--- src/verilog/rpm_pkg.sv ---
// Constants for the reset and power-mode sequencer
// Operation
// Five reset causes: power-on, external pin, software write, watchdog, brownout.
// Outside party holds reset pin high two oscillator periods, then low.
// Pin high stops oscillators, drives pins high; its falling edge starts reset.
// External, software and watchdog resets finish after 2^17 clocks.
// Brownout reset finishes after 2^15 clocks.
// Every reset cause forces digital pins high from its start.
// Writing the system reset trigger register at 0F7h resets the device.
// Watchdog reset enabled by config bit, controlled by register at 0FFh.
// Brownout reset works only when enabled by config register one.
// Below brownout threshold hold state; reset once supply rises back.
// Power-on reset only after supply below 1.0V longer than 200ms.
// With brownout reset enabled, power-on reset has no effect.
// Separate analog and digital low-voltage interrupts, level set at E7h.
// Idle bit at 087h stops CPU, basic timers and USARTs only.
// Any enabled interrupt ends idle mode.
// Power-down register 0F1h switches peripherals off; 0C7h divides system clock.
// System clock divider also scales the converter clock.
// Stop bit halts every internal clock.
// Stop ends only by external or power-on reset, not brownout.
// In stop mode digital pins keep their values.
// Writing 0FFh to power-down register powers down every peripheral.
// Unassigned register reads return zero; writes there are ignored.
// New reset cause restarts the completion count; reset held until done.
package rpm_pkg;

	// ***************************************************************
	// Register addresses
	// ***************************************************************
	localparam logic [7:0] ADDR_POWER_CONTROL = 8'h87;
	localparam logic [7:0] ADDR_SYSTEM_CLOCK_DIVIDER = 8'hC7;
	localparam logic [7:0] ADDR_LOW_VOLTAGE_DETECT_CONTROL = 8'hE7;
	localparam logic [7:0] ADDR_PERIPHERAL_POWER_DOWN = 8'hF1;
	localparam logic [7:0] ADDR_SYSTEM_RESET_TRIGGER = 8'hF7;
	localparam logic [7:0] ADDR_WATCHDOG_CONTROL = 8'hFF;

	// ***************************************************************
	// Field positions
	// ***************************************************************
	localparam int POWER_CONTROL_IDLE_BIT = 0;
	localparam int POWER_CONTROL_STOP_BIT = 1;
	localparam int SRT_TRIGGER_BIT = 0;
	localparam int LVD_DIG_EN_BIT = 4;
	localparam int LVD_ANA_EN_BIT = 5;
	localparam int WDT_RUN_BIT = 7;
	localparam int WDT_REFRESH_BIT = 6;
	localparam int WDT_EXP_LSB = 0;
	localparam int WDT_EXP_W = 5;
	localparam int LVD_LEVEL_W = 4;

	// ***************************************************************
	// Reset values
	// ***************************************************************
	localparam logic [7:0] POWER_CONTROL_RST = 8'h00;
	localparam logic [7:0] SYSTEM_CLOCK_DIVIDER_RST = 8'h00;
	localparam logic [7:0] LOW_VOLTAGE_DETECT_CONTROL_RST = 8'h00;
	localparam logic [7:0] PERIPHERAL_POWER_DOWN_RST = 8'h00;
	localparam logic [7:0] WATCHDOG_CONTROL_RST = 8'h1F;

	// ***************************************************************
	// Timing
	// ***************************************************************
	localparam int unsigned CLK_HZ = 50_000_000;
	localparam int LONG_RESET_EXP = 17;
	localparam int SHORT_RESET_EXP = 15;
	localparam int unsigned LONG_RESET_CYCLES = 32'd1 << LONG_RESET_EXP;
	localparam int unsigned SHORT_RESET_CYCLES = 32'd1 << SHORT_RESET_EXP;
	localparam int unsigned POR_TIME_MS = 200;
	localparam int unsigned POR_CYCLES =
		32'((64'(POR_TIME_MS) * 64'(CLK_HZ) + 64'd999) / 64'd1000);
	localparam int CNT_W = 24;

	// ***************************************************************
	// Sequencer states
	// ***************************************************************
	typedef enum logic [2:0] {
		ST_RUN,
		ST_PIN_HELD,
		ST_POR_HOLD,
		ST_BROWN_HOLD,
		ST_COUNT
	} seq_state_t;

endpackage : rpm_pkg

--- src/verilog/reset_and_power_mode_control.sv ---
// Reset and power-mode sequencer with its special function registers
module reset_and_power_mode_control #(
	parameter int unsigned LONG_CYCLES = rpm_pkg::LONG_RESET_CYCLES,
	parameter int unsigned SHORT_CYCLES = rpm_pkg::SHORT_RESET_CYCLES,
	parameter int unsigned POR_CYCLES = rpm_pkg::POR_CYCLES
) (
	input wire logic ref_clk,
	input wire logic rst_n,
	input wire logic [7:0] sfr_addr,
	input wire logic sfr_wr,
	input wire logic sfr_rd,
	input wire logic [7:0] sfr_wdata,
	output logic [7:0] sfr_rdata,
	input wire logic ext_reset_pin,
	input wire logic dvdd_below_por,
	input wire logic supply_below_brownout,
	input wire logic avdd_below_lvd,
	input wire logic dvdd_below_lvd,
	input wire logic watchdog_hw_enable,
	input wire logic brownout_hw_enable,
	input wire logic [1:0] brownout_hw_level,
	input wire logic irq_pending,
	output logic sys_reset,
	output logic pins_high,
	output logic pins_retain,
	output logic osc_stop,
	output logic state_hold,
	output logic cpu_stop,
	output logic timers_stop,
	output logic usarts_stop,
	output logic clocks_halted,
	output logic [7:0] periph_power_down,
	output logic [7:0] clk_divider,
	output logic system_clock_divider_tick,
	output logic [1:0] brownout_level,
	output logic [3:0] lvd_level,
	output logic lvd_analog_irq,
	output logic lvd_digital_irq
);

	// ***************************************************************
	// Input synchronisers
	// ***************************************************************
	localparam int NSYNC = 5;
	logic [NSYNC-1:0] sync_a_q;
	logic [NSYNC-1:0] sync_b_q;
	logic [NSYNC-1:0] async_in;
	assign async_in = {dvdd_below_lvd, avdd_below_lvd, supply_below_brownout,
		dvdd_below_por, ext_reset_pin};

	genvar gi;
	generate
		for (gi = 0; gi < NSYNC; gi++) begin : g_sync
			always_ff @(posedge ref_clk) begin
				if (!rst_n) begin
					sync_a_q[gi] <= 1'b0;
					sync_b_q[gi] <= 1'b0;
				end else begin
					sync_a_q[gi] <= async_in[gi];
					sync_b_q[gi] <= sync_a_q[gi];
				end
			end
		end
	endgenerate

	logic pin_s;
	logic por_low_s;
	logic brown_s;
	logic avdd_low_s;
	logic dvdd_low_s;
	assign pin_s = sync_b_q[0];
	assign por_low_s = sync_b_q[1];
	assign brown_s = sync_b_q[2];
	assign avdd_low_s = sync_b_q[3];
	assign dvdd_low_s = sync_b_q[4];

	logic pin_prev_q;
	logic avdd_prev_q;
	logic dvdd_prev_q;
	always_ff @(posedge ref_clk) begin
		if (!rst_n) begin
			pin_prev_q <= 1'b0;
			avdd_prev_q <= 1'b0;
			dvdd_prev_q <= 1'b0;
		end else begin
			pin_prev_q <= pin_s;
			avdd_prev_q <= avdd_low_s;
			dvdd_prev_q <= dvdd_low_s;
		end
	end

	// ***************************************************************
	// Registers and state declarations
	// ***************************************************************
	logic [7:0] power_control_q;
	logic [7:0] sysdiv_q;
	logic [7:0] low_voltage_detect_control_q;
	logic [7:0] peripheral_power_down_q;
	logic [7:0] watchdog_control_q;
	logic [4:0] cause_q;
	rpm_pkg::seq_state_t state_q;
	logic [rpm_pkg::CNT_W-1:0] cnt_q;
	logic [rpm_pkg::CNT_W-1:0] len_q;
	logic [rpm_pkg::CNT_W-1:0] por_cnt_q;
	logic [rpm_pkg::CNT_W-1:0] wdt_cnt_q;
	logic [7:0] div_cnt_q;

	logic in_reset;
	logic stopped;
	logic wr_ok;
	assign in_reset = (state_q != rpm_pkg::ST_RUN);
	assign stopped = power_control_q[rpm_pkg::POWER_CONTROL_STOP_BIT];
	assign wr_ok = sfr_wr && !in_reset;

	// Brownout hold keeps register contents; clearing waits for the count
	logic held;
	logic reg_clear;

	assign held = (state_q == rpm_pkg::ST_BROWN_HOLD);
	assign reg_clear = in_reset && !held;

	// ***************************************************************
	// Reset causes
	// ***************************************************************
	logic pin_fall;
	logic por_trip;
	logic bor_en;
	logic bor_low;
	logic sw_req;
	logic wdt_expire;
	logic long_start;
	logic [rpm_pkg::WDT_EXP_W-1:0] wdt_exp;
	logic wdt_exp_ok;

	assign pin_fall = pin_prev_q && !pin_s;
	assign bor_en = brownout_hw_enable;
	assign bor_low = bor_en && brown_s && !stopped;
	assign por_trip = !bor_en && por_low_s &&
		(por_cnt_q >= rpm_pkg::CNT_W'(POR_CYCLES));
	assign sw_req = wr_ok && (sfr_addr == rpm_pkg::ADDR_SYSTEM_RESET_TRIGGER) &&
		sfr_wdata[rpm_pkg::SRT_TRIGGER_BIT];
	// Exponents past the counter width never expire
	assign wdt_exp = watchdog_control_q[rpm_pkg::WDT_EXP_LSB +: rpm_pkg::WDT_EXP_W];
	assign wdt_exp_ok = (wdt_exp < rpm_pkg::WDT_EXP_W'(rpm_pkg::CNT_W));
	assign wdt_expire = watchdog_hw_enable && watchdog_control_q[rpm_pkg::WDT_RUN_BIT] &&
		!stopped && !in_reset && wdt_exp_ok && wdt_cnt_q[wdt_exp];
	assign long_start = pin_fall || sw_req || wdt_expire;

	// Time spent below the power-on threshold
	always_ff @(posedge ref_clk) begin
		if (!rst_n || !por_low_s) begin
			por_cnt_q <= '0;
		end else if (por_cnt_q < rpm_pkg::CNT_W'(POR_CYCLES)) begin
			por_cnt_q <= por_cnt_q + 1'b1;
		end
	end

	// ***************************************************************
	// Reset sequencer
	// ***************************************************************
	always_ff @(posedge ref_clk) begin
		if (!rst_n) begin
			state_q <= rpm_pkg::ST_RUN;
			cnt_q <= '0;
			len_q <= '0;
		end else if (pin_s) begin
			state_q <= rpm_pkg::ST_PIN_HELD;
			cnt_q <= '0;
		end else if (por_trip) begin
			state_q <= rpm_pkg::ST_POR_HOLD;
			cnt_q <= '0;
		end else if (bor_low) begin
			state_q <= rpm_pkg::ST_BROWN_HOLD;
			cnt_q <= '0;
		end else begin
			case (state_q)
				rpm_pkg::ST_RUN, rpm_pkg::ST_COUNT: begin
					if (long_start) begin
						state_q <= rpm_pkg::ST_COUNT;
						cnt_q <= '0;
						len_q <= rpm_pkg::CNT_W'(LONG_CYCLES);
					end else if (state_q == rpm_pkg::ST_COUNT) begin
						if (cnt_q >= len_q - 1'b1) begin
							state_q <= rpm_pkg::ST_RUN;
						end else begin
							cnt_q <= cnt_q + 1'b1;
						end
					end
				end
				rpm_pkg::ST_PIN_HELD, rpm_pkg::ST_POR_HOLD: begin
					state_q <= rpm_pkg::ST_COUNT;
					cnt_q <= '0;
					len_q <= rpm_pkg::CNT_W'(LONG_CYCLES);
				end
				rpm_pkg::ST_BROWN_HOLD: begin
					state_q <= rpm_pkg::ST_COUNT;
					cnt_q <= '0;
					len_q <= rpm_pkg::CNT_W'(SHORT_CYCLES);
				end
				default: begin
					state_q <= rpm_pkg::ST_RUN;
				end
			endcase
		end
	end

	// Last reset cause, shown on reads of the trigger register
	always_ff @(posedge ref_clk) begin
		if (!rst_n) begin
			cause_q <= 5'h01;
		end else if (por_trip) begin
			cause_q <= 5'h01;
		end else if (pin_fall) begin
			cause_q <= 5'h02;
		end else if (sw_req) begin
			cause_q <= 5'h04;
		end else if (wdt_expire) begin
			cause_q <= 5'h08;
		end else if (bor_low) begin
			cause_q <= 5'h10;
		end
	end

	// ***************************************************************
	// Watchdog counter
	// ***************************************************************
	logic wdt_refresh;
	assign wdt_refresh = wr_ok && (sfr_addr == rpm_pkg::ADDR_WATCHDOG_CONTROL) &&
		sfr_wdata[rpm_pkg::WDT_REFRESH_BIT];

	always_ff @(posedge ref_clk) begin
		if (!rst_n || in_reset || wdt_refresh || !watchdog_control_q[rpm_pkg::WDT_RUN_BIT]) begin
			wdt_cnt_q <= '0;
		end else if (!stopped) begin
			wdt_cnt_q <= wdt_cnt_q + 1'b1;
		end
	end

	// ***************************************************************
	// Register writes
	// ***************************************************************
	logic idle_wake;
	assign idle_wake = power_control_q[rpm_pkg::POWER_CONTROL_IDLE_BIT] && irq_pending;

	always_ff @(posedge ref_clk) begin
		if (!rst_n || reg_clear) begin
			power_control_q <= rpm_pkg::POWER_CONTROL_RST;
		end else if (wr_ok && sfr_addr == rpm_pkg::ADDR_POWER_CONTROL) begin
			power_control_q <= sfr_wdata;
		end else if (idle_wake) begin
			power_control_q[rpm_pkg::POWER_CONTROL_IDLE_BIT] <= 1'b0;
		end
	end

	always_ff @(posedge ref_clk) begin
		if (!rst_n || reg_clear) begin
			sysdiv_q <= rpm_pkg::SYSTEM_CLOCK_DIVIDER_RST;
			low_voltage_detect_control_q <= rpm_pkg::LOW_VOLTAGE_DETECT_CONTROL_RST;
			peripheral_power_down_q <= rpm_pkg::PERIPHERAL_POWER_DOWN_RST;
			watchdog_control_q <= rpm_pkg::WATCHDOG_CONTROL_RST;
		end else if (wr_ok) begin
			case (sfr_addr)
				rpm_pkg::ADDR_SYSTEM_CLOCK_DIVIDER: sysdiv_q <= sfr_wdata;
				rpm_pkg::ADDR_LOW_VOLTAGE_DETECT_CONTROL: low_voltage_detect_control_q <= sfr_wdata;
				rpm_pkg::ADDR_PERIPHERAL_POWER_DOWN: peripheral_power_down_q <= sfr_wdata;
				rpm_pkg::ADDR_WATCHDOG_CONTROL: begin
					watchdog_control_q <= sfr_wdata & ~(8'h01 << rpm_pkg::WDT_REFRESH_BIT);
				end
				default: begin
				end
			endcase
		end
	end

	// ***************************************************************
	// Register reads
	// ***************************************************************
	always_ff @(posedge ref_clk) begin
		if (!rst_n) begin
			sfr_rdata <= 8'h00;
		end else if (sfr_rd) begin
			case (sfr_addr)
				rpm_pkg::ADDR_POWER_CONTROL: sfr_rdata <= power_control_q;
				rpm_pkg::ADDR_SYSTEM_CLOCK_DIVIDER: sfr_rdata <= sysdiv_q;
				rpm_pkg::ADDR_LOW_VOLTAGE_DETECT_CONTROL: sfr_rdata <= low_voltage_detect_control_q;
				rpm_pkg::ADDR_PERIPHERAL_POWER_DOWN: sfr_rdata <= peripheral_power_down_q;
				rpm_pkg::ADDR_SYSTEM_RESET_TRIGGER: sfr_rdata <= {3'h0, cause_q};
				rpm_pkg::ADDR_WATCHDOG_CONTROL: sfr_rdata <= watchdog_control_q;
				default: sfr_rdata <= 8'h00;
			endcase
		end
	end

	// ***************************************************************
	// System clock divider
	// ***************************************************************
	always_ff @(posedge ref_clk) begin
		if (!rst_n || stopped) begin
			div_cnt_q <= 8'h00;
			system_clock_divider_tick <= 1'b0;
		end else if (div_cnt_q >= sysdiv_q) begin
			div_cnt_q <= 8'h00;
			system_clock_divider_tick <= 1'b1;
		end else begin
			div_cnt_q <= div_cnt_q + 8'h01;
			system_clock_divider_tick <= 1'b0;
		end
	end

	// ***************************************************************
	// Low-voltage detect interrupts
	// ***************************************************************
	always_ff @(posedge ref_clk) begin
		if (!rst_n) begin
			lvd_analog_irq <= 1'b0;
			lvd_digital_irq <= 1'b0;
		end else begin
			lvd_analog_irq <= low_voltage_detect_control_q[rpm_pkg::LVD_ANA_EN_BIT] &&
				avdd_low_s && !avdd_prev_q;
			lvd_digital_irq <= low_voltage_detect_control_q[rpm_pkg::LVD_DIG_EN_BIT] &&
				dvdd_low_s && !dvdd_prev_q;
		end
	end

	// ***************************************************************
	// Reset drive
	// ***************************************************************
	logic hold_exit;
	logic reset_on;

	// Brownout reset starts only when the supply comes back from a brownout hold
	assign hold_exit = held && !bor_low;
	assign reset_on = (in_reset && !held) ||
		hold_exit || pin_s ||
		por_trip || long_start;

	// ***************************************************************
	// Control outputs
	// ***************************************************************
	always_ff @(posedge ref_clk) begin
		if (!rst_n) begin
			sys_reset <= 1'b1;
			pins_high <= 1'b1;
			pins_retain <= 1'b0;
			osc_stop <= 1'b0;
			state_hold <= 1'b0;
			cpu_stop <= 1'b0;
			timers_stop <= 1'b0;
			usarts_stop <= 1'b0;
			clocks_halted <= 1'b0;
			periph_power_down <= 8'h00;
			clk_divider <= 8'h00;
			brownout_level <= 2'h0;
			lvd_level <= 4'h0;
		end else begin
			sys_reset <= reset_on;
			pins_high <= reset_on;
			pins_retain <= stopped && !pin_s;
			osc_stop <= pin_s;
			state_hold <= bor_low;
			cpu_stop <= power_control_q[rpm_pkg::POWER_CONTROL_IDLE_BIT] || stopped;
			timers_stop <= power_control_q[rpm_pkg::POWER_CONTROL_IDLE_BIT] || stopped;
			usarts_stop <= power_control_q[rpm_pkg::POWER_CONTROL_IDLE_BIT] || stopped;
			clocks_halted <= stopped;
			periph_power_down <= peripheral_power_down_q;
			clk_divider <= sysdiv_q;
			brownout_level <= brownout_hw_level;
			lvd_level <= low_voltage_detect_control_q[rpm_pkg::LVD_LEVEL_W-1:0];
		end
	end

endmodule : reset_and_power_mode_control

--- config.mk ---
export PLATFORM = sky130hd
export DESIGN_NAME = reset_and_power_mode_control
export DESIGN_NICKNAME = d
export VERILOG_FILES = /design/src/verilog/rpm_pkg.sv /design/src/verilog/reset_and_power_mode_control.sv
export SDC_FILE = /design/constraint.sdc
export NUM_CORES = 1
export LEC_CHECK = 0
export BUFFER_PORTS_ARGS = -buffer_cell sky130_fd_sc_hd__buf_2
export CORE_MARGIN = 5
export CORE_UTILIZATION = 64
export DETAILED_ROUTE_END_ITERATION = 12
export GPL_TIMING_DRIVEN = 0
export PLACE_DENSITY = 0.85
export SLEW_MARGIN = 30
export SYNTH_ARGS = -nofsm -noshare
export SYNTH_HDL_FRONTEND = slang
export SYNTH_SLANG_ARGS = --single-unit
--- constraint.sdc ---
create_clock -name ref_clk -period 4.4 [get_ports ref_clk]
set_input_delay 0.44 -clock ref_clk [delete_from_list [all_inputs] [get_ports ref_clk]]
set_output_delay 0.44 -clock ref_clk [all_outputs]
set_load 0.02 [all_outputs]
==> summary.txt, run 1 <==
Global routing
  • Global-route wire length before repair: 33,900 µm
  • Met2 Resource Use GR: 0.452
  • Number of global-route vias before repair: 6,964
  • Global route overflow: 0
  • Antenna violations before repair: 0
  • Aggregate global-route resource usage: 0.279
  • Pin count of the biggest net entering global routing: 17
  • Met3 track utilization from global routing: 0.0745
  • Grt met1 use: 0.353
  • Busiest metal layer after global routing: met2

Routing
  • Initial DRC Count: 694
  • Detail Route Antenna Nets: 0
  • Remaining design rule violation count: 0
  • DRT Pass-1 Iters: 6
  • Number of vias after detailed routing: 7,251
  • Vias per cell: 6.09
  • Detailed-route wire length: 20,600 µm
  • Detail-routed net length per standard cell: 17.3 µm

CTS
  • CTS-repair resized insts: 0
  • H-tree levels: 4
  • Clock transition at the registers of the reported paths: around 60 ps
  • TritonCTS clock tree: done
  • Number of buffers created by CTS: 17
  • Clock insertion delay at the later pin of the skew report: 440 ps
  • Setup repair bufs after CTS: 0
  • Root buf cell: sky130_fd_sc_hd__clkbuf_16
  • Clk sink count: 180
  • Number of hold-repair buffers added at the cts stage: 0
  • Number of buffers between clock root and the deepest sink: 2

Critical path
  • Worst-path maximum fanout: 10
  • Nature of the critical path startpoint: register
  • Data required time at the worst endpoint: between 4000 and 5000 ps
  • Element type at the critical path end: register
  • Arr. time, crit path: 3350 ps
  • Critical Setup Path Class: register to register

Yosys
  • Gate count of the mapped netlist: 919
  • Sequential element share of the synthesized area: 0.433
  • Biggest area consumer among synthesized cells: sky130_fd_sc_hd__dfxtp_1
  • Post-synthesis sequential element count: 180
  • Number of nets produced by synthesis: 972
  • Most common flop cell mapped by yosys: sky130_fd_sc_hd__dfxtp_1
  • Yosys cell types: 71
  • Post-synth design cell area: 8320 µm²
  • EDFF count, synth: 0
  • Top-area cell type share of the netlist area: 0.433
  • Yosys warning total: 0
  • Largest cells by area after synthesis: sky130_fd_sc_hd__dfxtp_1 43%, sky130_fd_sc_hd__nor2_1 4.6%, sky130_fd_sc_hd__mux2i_1 4.2%
  • Avg Inst Size Synth: 9.05 µm²
  • Fraction of registers with async set or reset after synthesis: 0

STA
  • Unrepaired setup endpoints after global routing: false
  • Final critical-path required period: 2990 ps
  • Headroom to the max-slew limit: 0.330
  • Final clock skew: 8.35 ps
  • Total Neg Setup Slack: 0 ps
  • Actual slew at the worst max-slew pin: between 900 and 1000 ps
  • Number of failing hold endpoints at the final stage: 0
  • Max Fclk: 335 MHz
  • Final setup violation count: 0
  • Period utilization: 0.678
  • Pins over their slew limit: 0

Final layout
  • FILL cells: around 900
  • Register cell area after layout: roughly 3600 µm²
  • Ratio of cells with drive above 1 in the final layout: 0.143
  • Post-layout net count: 1,060
  • Area used by multi-input combinational logic: between 4000 and 5000 µm²
  • Layout Utilization: 0.747
  • Final design area excluding fillers: 9460 µm²
  • Diodes inserted: 0
  • Area growth from synthesis to layout: 13.7%

Floorplanning
  • FP Rows: 41
  • Placeable core region: 12,700 µm²
  • Die Y: 124 µm
  • Floorplan die area: 15,400 µm²
  • Io pins: 72
  • Starting density of the core: 0.657
  • Overall die width: 124 µm

Run
  • Max-cap violation count: 0

Power
  • Static power due to leakage: 3.53 nW
  • Cell area power density: 352 nW/µm²
  • Worst IR drop on VDD: approximately 350 µV
  • Overall power: 3.33 mW

Placed design
  • Placed wire-length estimate: 14,200 µm
  • Placed Instance Area: 8880 µm²
  • RePlAce Congestion: 0.906
  • Number of buffers inserted by port buffering: 69

Worst hold path
  • Hold crit path type: primary input to register

Outcome
  • Run status: finished clean
report_power, final:
group          switching, mW  internal [mW]  leakage (nW)
clock network          0.645          0.862         0.278
registers            0.00765           1.64          1.45
logic                  0.118         0.0588          1.80
total                  0.770           2.56          3.53
sequential cells by signal, indices dropped and copies added, names as in the netlist, 2 cells and up:
name and cells:
div_cnt_q 8, brownout_level 2, sync_a_q 5, power_control_q 8, wdt_cnt_q 24, low_voltage_detect_control_q 8, sfr_rdata 8, lvd_level 4
watchdog_control_q 7, sysdiv_q 8, state_q 3, periph_power_down 8, por_cnt_q 24, clk_divider 8, cause_q 5, cnt_q 24
len_q 2, peripheral_power_down_q 8
cell usage in the layout (no fill, tap or decap), drive strengths merged, types with 7 or more instances in the layout:
cell,Yosys,layout
inv,45,47
nand2b,8,8
nand4,28,28
a21oi,41,41
nor3,22,22
o211ai,9,9
nand2,63,63
o21ai,17,17
nor2,103,103
xnor2,26,26
o221ai,15,15
clkbuf,27,46
nand3,67,67
ha,23,23
or3,9,9
xor2,19,19
a211oi,17,17
a31oi,11,11
and3,10,10
buf,15,84
and2,32,32
mux2i,35,35
nor4,11,11
dfxtp,180,180
a21o,7,7
nor2b,7,7
kinds of logic (layout without fill, tap and decap cells):
group	count (synthesis)	in the layout	share of synthesized area
xor+xnor	45	45	0.0474
mux	46	46	0.0651
fa+ha+maj	23	23	0.0346
simple gates	396	396	0.253
compound gates	142	142	0.121
flops	180	180	0.433
buf+inv	87	186	0.0460
critical path: stages (launching register included):
cell	delay (ps)
sky130_fd_sc_hd__dfxtp_1	400
sky130_fd_sc_hd__inv_1	70
sky130_fd_sc_hd__ha_1	300
sky130_fd_sc_hd__ha_1	310
sky130_fd_sc_hd__a21oi_1	170
sky130_fd_sc_hd__a211oi_1	90
sky130_fd_sc_hd__a211oi_1	350
sky130_fd_sc_hd__nor4bb_1	250
sky130_fd_sc_hd__clkbuf_1	310
sky130_fd_sc_hd__clkbuf_1	420
sky130_fd_sc_hd__nand4_1	160
sky130_fd_sc_hd__o211ai_1	100
per-layer routing:
metal,up-vias,wire (µm)
met5,-,0
met2,286,9890
met3,68,1320
met4,0,630
met1,3436,8760
li1,3461,-
synthesized netlist by cell type (23+ instances only):
master and instances:
sky130_fd_sc_hd__a21oi_1 40, sky130_fd_sc_hd__and2_1 31, sky130_fd_sc_hd__clkbuf_1 27, sky130_fd_sc_hd__dfxtp_1 180, sky130_fd_sc_hd__ha_1 23, sky130_fd_sc_hd__inv_1 45
sky130_fd_sc_hd__mux2i_1 35, sky130_fd_sc_hd__nand2_1 62, sky130_fd_sc_hd__nand3_1 66, sky130_fd_sc_hd__nand4_1 27, sky130_fd_sc_hd__nor2_1 103, sky130_fd_sc_hd__xnor2_1 26
final timing paths:
kind / depth (start not counted) / slack [ps] / end / start
worst max-delay path: 11 / 1410 / cnt_q[3] / len_q[15]
worst min-delay path: 2 / 210 / brownout_level[1] / brownout_hw_level[1]
worst max register to register: 11 / 1410 / cnt_q[3] / len_q[15]
worst min register to register: 1 / 430 / dvdd_low_s / sync_a_q[4]
area by class of cell:
class / count / share of cell area
plain buffers: 42 / 0.0226
multi-input cells: 652 / 0.458
repair buffers: 69 / 0.0365
well taps: 172 / 0.0227
clock buffers: 19 / 0.0479
inverters: 45 / 0.0179
flip-flops and latches: 180 / 0.381
clock inverters: 11 / 0.0135
through the flow:
step | hold WS, ps | setup WS [ps] | instances
floorplan | 412 | 1870 | 919
global placement | 415 | 1480 | 1160
detailed placement | 422 | 1450 | 1160
CTS | 201 | 1440 | 1190
global route | 200 | 1150 | 1190
finish | 205 | 1410 | 1190
(Power assumes the default switching activity.)
==> run 2: changes to the inputs <==
Settings changed: CORE_UTILIZATION 64 to 60, PLACE_DENSITY 0.85 to 0.8.
Clock period 4.4 ns to 3 ns, I/O delays scaled along.
==> summary.txt, run 2 (synthesis gave the netlist of run 1 again) <==
STA
  • Pins over their slew limit: 0
  • Actual slew at the worst max-slew pin: 949 ps
  • Final critical-path required period: ~2800 ps
  • Period utilization: 0.943
  • Total Neg Setup Slack: 0 ps
  • Number of failing hold endpoints at the final stage: 0
  • Headroom to the max-slew limit: 0.363
  • Max Fclk: 353 MHz
  • Final clock skew: 9.19 ps
  • Final setup violation count: 0
  • Unrepaired setup endpoints after global routing: false

Final layout
  • Most common library cell in the layout ignoring fill and taps: sky130_fd_sc_hd__dfxtp_1
  • Diodes inserted: 0
  • Post-layout net count: 1,060
  • Biggest registers after layout: cnt_q (24), por_cnt_q (24), wdt_cnt_q (24)
  • FILL cells: 1,105
  • Ratio of cells with drive above 1 in the final layout: 0.149
  • Fin cells: 1,200
  • Area growth from synthesis to layout: 14.1%
  • Most used cells in the layout excluding fill and tap cells: 180 x sky130_fd_sc_hd__dfxtp_1, 103 x sky130_fd_sc_hd__nor2_1, 75 x sky130_fd_sc_hd__buf_2

Critical path
  • Register-to-register path setup slack: 170 ps
  • Startpoint of the most critical setup path: cnt_q[0]
  • FF-to-FF Start: cnt_q[0]
  • Arr. time, crit path: 3120 ps
  • Data required time at the worst endpoint: between 3000 and 4000 ps
  • Nature of the critical path startpoint: register
  • Worst-path maximum fanout: 10
  • End of the worst register-to-register path: cnt_q[11]
  • Element type at the critical path end: register
  • Endpoint of the most critical setup path: cnt_q[11]
  • Critical Setup Path Class: register to register
  • Number of cells traversed by the worst register-to-register path: 9

Run
  • Max-cap violation count: 0

Routing
  • Number of vias after detailed routing: 7,118
  • Initial DRC Count: ~560
  • Remaining design rule violation count: 0
  • Vias per cell: between 5 and 6
  • Detail Route Antenna Nets: 0
  • Detailed-route wire length: 20,000 µm
  • DRT Pass-1 Iters: 5
  • Detail-routed net length per standard cell: 16.7 µm

Worst hold path
  • Startpoint of the lowest-slack hold path: dvdd_below_lvd
  • Hold crit path type: primary input to register

CTS
  • Clock insertion delay at the later pin of the skew report: 430 ps
  • Clk sink count: 180
  • Clock transition at the registers of the reported paths: 60 ps
  • H-tree levels: 4
  • Number of buffers created by CTS: 17
  • Root buf cell: sky130_fd_sc_hd__clkbuf_16
  • Number of buffers between clock root and the deepest sink: 2
  • TritonCTS clock tree: done

Power
  • Static power due to leakage: 3.53 nW
  • Cell area power density: 511 nW/µm²
  • Worst IR drop on VDD: 402 µV
  • Overall power: 4.85 mW

Floorplanning
  • Overall die width: ~130 µm
  • Starting density of the core: 0.606
  • Io pins: just over 70
  • Floorplan die area: 16,300 µm²
  • Placeable core region: 13,700 µm²
  • FP Rows: 43
  • Die Y: 128 µm

Placed design
  • RePlAce Congestion: approximately 0.89
  • Placed Instances: 1,168
  • Placed wire-length estimate: 14,000 µm
  • Number of buffers inserted by port buffering: 69

Global routing
  • Aggregate global-route resource usage: 0.249
  • Met3 track utilization from global routing: 0.0504
  • Busiest metal layer after global routing: met2
  • Antenna violations before repair: 2
  • Global route overflow: 0
  • Pin count of the biggest net entering global routing: 17
  • Number of global-route vias before repair: 6,708
  • Global-route wire length before repair: about 33,000 µm
  • Met2 Resource Use GR: 0.393
  • Grt met1 use: 0.340

Outcome
  • Run status: finished clean
-- run 2: cell count changes in the layout (fill, tap and decap cells not counted), sizes merged --
cell / previous run / this run
bufinv: 2 / 1
clkbuf: 46 / 49
clkinv: 4 / 1
clkinvlp: 3 / 6
-- run 2: area by class of cell --
| cell class | count | area [µm²] | area share |
|---|---|---|---|
| multi-input combinational | 652 | 4350 | 0.458 |
| sequential | 180 | 3600 | 0.380 |
| clock buffer | 22 | 484 | 0.0510 |
| timing repair buffer | 69 | 345 | 0.0364 |
| tap | 180 | 225 | 0.0237 |
| buffer | 42 | 216 | 0.0228 |
| inverter | 45 | 169 | 0.0178 |
| clock inverter | 10 | 97.6 | 0.0103 |
-- run 2: layer usage --
metal,share of wire,up-vias
met4,0.023,4
met5,0.0013,-
met3,0.071,41
met2,0.46,266
met1,0.44,3348
li1,-,3459
-- run 2: stage by stage --
step	area (µm²)	setup slack [ps]	util	hold WS, ps
6_report	9490	171	0.692	82.9
5_1_grt	9490	11.4	0.692	80.7
4_1_cts	9470	86.7	0.691	72.2
3_5_place_dp	8890	-28.3	0.648	424
3_3_place_gp	8890	-2.70	0.648	414
2_1_floorplan	8320	472	-	412
-- run 2: worst max-delay path, stage by stage, from the launching register on --
cell	delay (ps)
sky130_fd_sc_hd__dfxtp_1	380
sky130_fd_sc_hd__ha_1	210
sky130_fd_sc_hd__nand3_1	200
sky130_fd_sc_hd__nor4_2	810
sky130_fd_sc_hd__a211oi_2	200
sky130_fd_sc_hd__nor4bb_2	230
sky130_fd_sc_hd__clkbuf_2	190
sky130_fd_sc_hd__clkbuf_2	220
sky130_fd_sc_hd__nand3_1	140
sky130_fd_sc_hd__o221ai_1	120
-- run 2: worst min path at each step --
stage	to	slack [ps]	cells after the start
after floorplan	avdd_low_s	410	1
after global placement	pin_s	410	1
after detailed placement	pin_s	420	1
after CTS	sync_a_q[4]	70	2
after global routing	sync_a_q[4]	80	2
final	sync_a_q[4]	80	2
-- run 2: what timing repair did --
| action | in CTS | in global routing |
|---|---|---|
| gates resized for setup | 1 | 4 |
| setup buffers | 0 | 0 |
| hold buffers | 0 | 0 |
| endpoints found under the setup margin | 10 | 18 |
-- run 2: where the power goes --
part / internal (mW) / total, mW / switching [mW] / leakage, nW
logic: 0.0875 / 0.262 / 0.175 / 1.81
registers: 2.41 / 2.42 / 0.0107 / 1.45
clock network: 1.24 / 2.17 / 0.932 / 0.267
total: 3.73 / 4.85 / 1.12 / 3.53
